**src/rtl/sfc_map.vh**
```
`ifndef SFC_MAP_VH
`define SFC_MAP_VH

// Command codes on the channel address field
`define SFC_CMD_NOP         4'h0
`define SFC_CMD_POWERDOWN   4'h8
`define SFC_CMD_POWERUP     4'h9
`define SFC_CMD_MONITOR     4'ha
`define SFC_CMD_CONFIG      4'hc
`define SFC_CMD_RESET       4'hf

// Configuration word layout and power-on value
`define CFG_WIDTH           14
`define CFG_PD_SELECT_BIT   13
`define CFG_MON_ENABLE_BIT  9
`define CFG_RESET_VALUE     14'h2200

// Monitor selection codes
`define MON_EXT_ONE         6'h24
`define MON_EXT_TWO         6'h25
`define MON_TRISTATE        6'h3f
`define MON_SEL_RESET       6'h3f

// Timing: figures in ns, clock period in ns
`define CLK_PERIOD_NS       10
`define POWERUP_TIME_NS     8000
`define SOFT_RESET_TIME_NS  135000
// Longest times round down
`define POWERUP_CYCLES      (`POWERUP_TIME_NS / `CLK_PERIOD_NS)
`define SOFT_RESET_CYCLES   (`SOFT_RESET_TIME_NS / `CLK_PERIOD_NS)

`endif

```
**src/rtl/dac_special_command_decoder.v**
```verilog
// Operation
// - Both register-select bits zero: address bits pick a special command.
// - Code 1000 enters global power-down; data bits ignored.
// - Powered-down outputs are high impedance or 100k to ground.
// - Power-down select bit one gives high impedance, the reset default.
// - Register contents are kept unchanged through power-down.
// - Code 1001 powers up; exit completes within 8 us.
// - Effective power-down is hardware input OR software state.
// - Soft reset returns registers to defaults: gain full, offset zero.
// - Soft reset clears channel data to 0 V within 135 us.
// - Monitor code taken from data bits 13..8 on 14-bit parts.
// - Monitor code taken from data bits 11..6 on the 12-bit part.
// - Codes 0..15 route that channel; eight-channel part only 0..7.
// - Codes 100100 and 100101 route external inputs one and two.
// - Code 63 three-states the monitor pin.
// - Sources route only while the monitor enable bit is set.
// - Monitor enable cleared holds the pin high impedance; resets set.
// - Code 1100 loads the data word into the configuration word.
// - Configuration word is 14 bits, mapped straight from data bits.
`include "sfc_map.vh"
`timescale 1ns/100ps
`default_nettype none

module dac_special_command_decoder #(
    parameter DATA_WIDTH        = 14,
    parameter CHANNELS          = 16,
    parameter POWERUP_CYCLES    = `POWERUP_CYCLES,
    parameter SOFT_RESET_CYCLES = `SOFT_RESET_CYCLES
) (
    input  wire                   clk,
    input  wire                   reset_n,
    // Decoded serial word, one-cycle strobe
    input  wire                   write_strobe,
    input  wire                   register_select_high,
    input  wire                   register_select_low,
    input  wire [3:0]             channel_address,
    input  wire [13:0]            data_word,
    input  wire                   hw_powerdown,
    output reg  [13:0]            output_config_word,
    output reg  [5:0]             monitor_select,
    output wire                   powerdown_active,
    output wire                   amp_high_impedance,
    output wire                   amp_ground_load,
    output reg                    powerup_settling,
    output reg                    soft_reset_busy,
    output reg                    register_defaults_load,
    output reg                    channel_data_clear,
    output wire [15:0]            monitor_channel_route,
    output wire                   monitor_ext_one_route,
    output wire                   monitor_ext_two_route
);

    localparam ST_IDLE   = 3'b001;
    localparam ST_PWRUP  = 3'b010;
    localparam ST_RESET  = 3'b100;

    reg  [2:0]  state;
    reg  [2:0]  next_state;
    reg         soft_powerdown;
    reg  [31:0] timer;
    reg  [31:0] next_timer;
    wire        special_write;
    wire [5:0]  monitor_code;

    // Command is special only with both select bits low
    assign special_write = write_strobe & ~register_select_high &
                           ~register_select_low;

    // Monitor field position depends on converter width
    assign monitor_code = (DATA_WIDTH == 12) ? data_word[11:6]
                                             : data_word[13:8];

    // Power-down is either source; registers keep values meanwhile
    assign powerdown_active = hw_powerdown | soft_powerdown;
    assign amp_high_impedance = powerdown_active &
        output_config_word[`CFG_PD_SELECT_BIT];
    assign amp_ground_load = powerdown_active &
        ~output_config_word[`CFG_PD_SELECT_BIT];

    // Sequencer for the timed power-up and soft reset phases
    always @* begin
        next_state = state;
        next_timer = timer;
        case (state)
            ST_IDLE: begin
                if (special_write &&
                    channel_address == `SFC_CMD_POWERUP) begin
                    next_state = ST_PWRUP;
                    next_timer = POWERUP_CYCLES - 1;
                end else if (special_write &&
                             channel_address == `SFC_CMD_RESET) begin
                    next_state = ST_RESET;
                    next_timer = SOFT_RESET_CYCLES - 1;
                end
            end
            ST_PWRUP, ST_RESET: begin
                if (timer == 32'h0000_0000) begin
                    next_state = ST_IDLE;
                end else begin
                    next_timer = timer - 32'h0000_0001;
                end
            end
            default: begin
                next_state = ST_IDLE;
                next_timer = 32'h0000_0000;
            end
        endcase
    end

    // State, timer and status flags
    always @(posedge clk or negedge reset_n) begin
        if (!reset_n) begin
            state            <= ST_IDLE;
            timer            <= 32'h0000_0000;
            powerup_settling <= 1'b0;
            soft_reset_busy  <= 1'b0;
        end else begin
            state            <= next_state;
            timer            <= next_timer;
            powerup_settling <= (next_state == ST_PWRUP);
            soft_reset_busy  <= (next_state == ST_RESET);
        end
    end

    // Command execution; commands during a busy phase are still taken
    // so a host can power down again mid settle
    always @(posedge clk or negedge reset_n) begin
        if (!reset_n) begin
            output_config_word     <= `CFG_RESET_VALUE;
            monitor_select         <= `MON_SEL_RESET;
            soft_powerdown         <= 1'b0;
            register_defaults_load <= 1'b0;
            channel_data_clear     <= 1'b0;
        end else begin
            register_defaults_load <= 1'b0;
            channel_data_clear     <= 1'b0;
            if (special_write) begin
                case (channel_address)
                    `SFC_CMD_POWERDOWN: begin
                        soft_powerdown <= 1'b1;
                    end
                    `SFC_CMD_POWERUP: begin
                        soft_powerdown <= 1'b0;
                    end
                    `SFC_CMD_MONITOR: begin
                        monitor_select <= monitor_code;
                    end
                    `SFC_CMD_CONFIG: begin
                        output_config_word <= data_word;
                    end
                    `SFC_CMD_RESET: begin
                        // Host keeps this out of power-down
                        output_config_word     <= `CFG_RESET_VALUE;
                        monitor_select         <= `MON_SEL_RESET;
                        register_defaults_load <= 1'b1;
                        channel_data_clear     <= 1'b1;
                    end
                    default: begin
                        soft_powerdown <= soft_powerdown;
                    end
                endcase
            end
        end
    end

    // Analog monitor switch decode
    monitor_route #(
        .CHANNELS (CHANNELS)
    ) u_monitor_route (
        .selection      (monitor_select),
        .monitor_enable (output_config_word[`CFG_MON_ENABLE_BIT]),
        .channel_route  (monitor_channel_route),
        .ext_one_route  (monitor_ext_one_route),
        .ext_two_route  (monitor_ext_two_route)
    );

endmodule // dac_special_command_decoder

`default_nettype wire

```
**src/rtl/monitor_route.v**
```verilog
`include "sfc_map.vh"
`timescale 1ns/100ps
`default_nettype none

// Decodes the monitor selection into a one-hot source choice
module monitor_route #(
    parameter CHANNELS = 16
) (
    input  wire [5:0]  selection,
    input  wire        monitor_enable,
    output reg  [15:0] channel_route,
    output reg         ext_one_route,
    output reg         ext_two_route
);

    // Undefined codes leave every switch open, so the pin floats
    always @* begin
        channel_route = 16'h0000;
        ext_one_route = 1'b0;
        ext_two_route = 1'b0;
        if (monitor_enable) begin
            if (selection < CHANNELS) begin
                channel_route[selection[3:0]] = 1'b1;
            end else if (selection == `MON_EXT_ONE) begin
                ext_one_route = 1'b1;
            end else if (selection == `MON_EXT_TWO) begin
                ext_two_route = 1'b1;
            end
            // All ones and undefined codes: nothing routed
        end
    end

endmodule // monitor_route

`default_nettype wire

```
**config.mk**
```make
export PLATFORM = sky130hd
export DESIGN_NAME = dac_special_command_decoder
export DESIGN_NICKNAME = d
export VERILOG_FILES = /design/src/rtl/dac_special_command_decoder.v /design/src/rtl/monitor_route.v
export VERILOG_INCLUDE_DIRS = /design/src /design/src/rtl
export SDC_FILE = /design/constraint.sdc
export NUM_CORES = 1
export LEC_CHECK = 0
export CAP_MARGIN = 0
export CELL_PAD_IN_SITES_DETAIL_PLACEMENT = 1
export CELL_PAD_IN_SITES_GLOBAL_PLACEMENT = 2
export CORE_UTILIZATION = 40
export CTS_CLUSTER_SIZE = 28
export DETAILED_ROUTE_END_ITERATION = 8
export DONT_BUFFER_PORTS = 1
export MAX_ROUTING_LAYER = met4
export PLACE_DENSITY = 0.88
export SYNTH_ARGS = -nofsm -noshare
export SYNTH_HDL_FRONTEND = slang
export SYNTH_SLANG_ARGS = --single-unit
```
**constraint.sdc**
```tcl
create_clock -name clk -period 3.9 [get_ports clk]
set_input_delay 0 -clock clk [delete_from_list [all_inputs] [get_ports clk]]
set_output_delay 0 -clock clk [all_outputs]
set_load 0.01 [all_outputs]
```
==> key figures <==
Floorplanning
  • Floorplan core area: 7770 um2
  • Die Area: 8470 um2
  • Die height: 92.0 um
  • Starting Density: 0.417
  • Die X: 92.0 um
  • IO Pins: 69
  • Row cnt: 32

Placed design
  • PortBufs: 0
  • HPWL after DPL: 6150 um
  • Dpl cell area: 3340 um2
  • RePlAce Congestion: 0.779

Detailed routing
  • DRT Pass-1 Iters: 4
  • Detailed Route Iter0 Violations: 90
  • Routed vias: 3001
  • Post-DRT Antenna Nets: 0
  • WL final: 9530 um
  • WL/cell: 19.1 um
  • DR vias/cell: 6.01
  • DR DRC count: 0

Yosys
  • Synth area leaders: dfrtp_1 (39%), dfstp_2 (7.3%), nand2_1 (5.7%)
  • Seq/Total Area, Yosys: 0.459
  • Synth Instances: 370
  • Mapped Area: 3240 um2
  • Post-synthesis async set-or-reset flop share: 1.00
  • Yosys cell types: 56
  • Synthesized area per cell: 8.76 um2
  • Share of the synthesized area in the top cell type: 0.386
  • Count leader, synth: dfrtp_1
  • EDFF count, synth: 0
  • Yosys reg bits: 59
  • Top cells by count, synth: dfrtp_1 (50), nand2_1 (49), o21ai_0 (36)
  • Most used DFF post-synth: dfrtp_1
  • Synth warn: 0
  • Syn Nets: 395
  • Synth area leader: dfrtp_1

Setup path
  • Worst path arrival time: 3.28 ns
  • Critical Path RT: 4.11 ns
  • R2R depth: 6
  • Crit Path Class: register to register
  • CP Launch Type: register
  • Crit end category: register
  • Setup slack, reg-to-reg: 0.83 ns
  • Highest net fanout along the worst path: 13

Clock tree
  • Clock Latency Late Sink: 0.34 ns
  • Clock slew at reported path FFs: 0.07 ns
  • Root buffer cell: clkbuf_8
  • H-tree Lvls: 3
  • TritonCTS Buffers: 9
  • Clock buffer depth: 2
  • CTS tree: done
  • CTS resizes: 0
  • Clock Sinks: 59

Power
  • Power Dens Cells: 543 nW/um2
  • P_leak: 1.59 nW
  • Maximum VDD drop: 0.000275 V

Global routing
  • Gr ovfl total: 0
  • Initial antenna violation count: 0
  • Largest net degree at the start of global routing: 60
  • First-pass GRT wire length: 15600 um
  • Gr usage total: 0.242
  • Vias in the first global route: 3137

STA
  • Final period utilization: 0.788
  • Final setup vio count: 0
  • Slew Viols, Final: 0
  • Rel. slew slack: 0.374
  • Minimum clock period: 3.07 ns
  • Fmax: 325 MHz
  • Worst-margin pin slew: 0.931 ns
  • Worst clock skew: 0.0109 ns
  • Setup TNS: 0 ns
  • Hold Fails Final Rpt: 0
  • RSZ-0062 raised after global routing: no

Finish
  • Finished Cell Area: 3770 um2
  • Final #Nets: 417
  • Area growth syn-to-layout: 16.3%
  • Layout cells sized above 1: 0.111
  • Antenna cells: 0

Min path
  • HP Class: input pin to register
  • Hold path depth: 3

Flow run
  • Max-cap check violation count: 0

Status
  • Status: finished, final reports clean
## worst max-delay path, cell delays in order (launching register included)
cell,delay (ns)
dfrtp_1,0.43
or4_1,0.66
or4_4,0.60
o41ai_2,0.77
buf_4,0.32
or4_1,0.13
a21oi_1,0.06
## final timing paths
path / startpoint / to
max: timer[21] / timer[6]
min: register_select_low / monitor_select[3]
max reg2reg: timer[21] / timer[6]
min reg2reg: output_config_word[13] / output_config_word[13]
max in group asynchronous: reset_n / output_config_word[13]
min in group asynchronous: reset_n / timer[28]
## registers in the layout (all words and copies together) (netlist names)
register,count
timer,32
output_config_word,14
monitor_select,6
state,3
channel_data_clear,1
powerup_settling,1
soft_powerdown,1
soft_reset_busy,1
## final cells by class
type                       instances  area (um2)
tap                              102         128
multi-input combinational        283        1630
clock inverter                     5        52.6
sequential                        59        1490
clock buffer                      11         141
fill                             916        4000
timing repair buffer              30         298
inverter                           9        33.8
## layout by cell type (no fill, tap or decap), types with 3 or more instances in the layout
master	count
dfrtp_1	50
nand2_1	49
o21ai_0	36
nor2_1	32
a21oi_1	27
dlygate4sd3_1	21
nor3_1	19
or3_1	13
nand3_1	11
clkbuf_8	10
inv_1	9
or4_1	9
dfstp_2	9
buf_4	8
nor4_1	7
nand2b_1	7
or2_2	5
o41ai_1	5
mux2i_1	5
o31ai_1	4
o31a_1	3
a31oi_1	3
nand3b_1	3
o311ai_0	3
o211ai_1	3
clkinv_2	3
## repair_timing
item                                   CTS  global route
hold buffers                            22             0
buffers inserted                         0             0
endpoints found under the hold margin   83             0
## power by group
part | switching (mW) | leakage, nW | internal, mW | total, mW
sequential | 0.160 | 0.761 | 0.745 | 0.905
clock | 0.249 | 0.0991 | 0.309 | 0.558
combinational | 0.362 | 0.730 | 0.223 | 0.585
## metrics by stage
stage	utilization	worst slack, ns	power (mW)	hold WS (ns)	std cells
after floorplan	-	1.43	1.29	-0.296	370
final	0.485	0.827	2.05	0.0300	499
after CTS	0.485	0.842	2.05	0.0122	499
after global routing	0.485	0.728	2.18	0.0385	499
after detailed placement	0.430	0.891	1.45	-0.292	461
after global placement	0.430	1.00	1.41	-0.292	461
## cells by family (layout without fill, tap and decap cells)
family	count (synthesis)	after routing	share of synthesized area
buffers and inverters	28	55	0.0386
DFF	59	59	0.459
and+or+nand+nor	171	171	0.272
muxes	6	6	0.0189
xor gates and xnor gates	3	3	0.00811
adders and majority gates	1	1	0.00386
AOI/OAI and AO/OA	102	102	0.200
## routing by layer
layer  track usage  part of all wire
met1         0.299              0.43
met2         0.400              0.50
met3        0.0464             0.053
met4        0.0807             0.015
met5             -                 0
No activity file was read; power rests on OpenSTA's default activity.
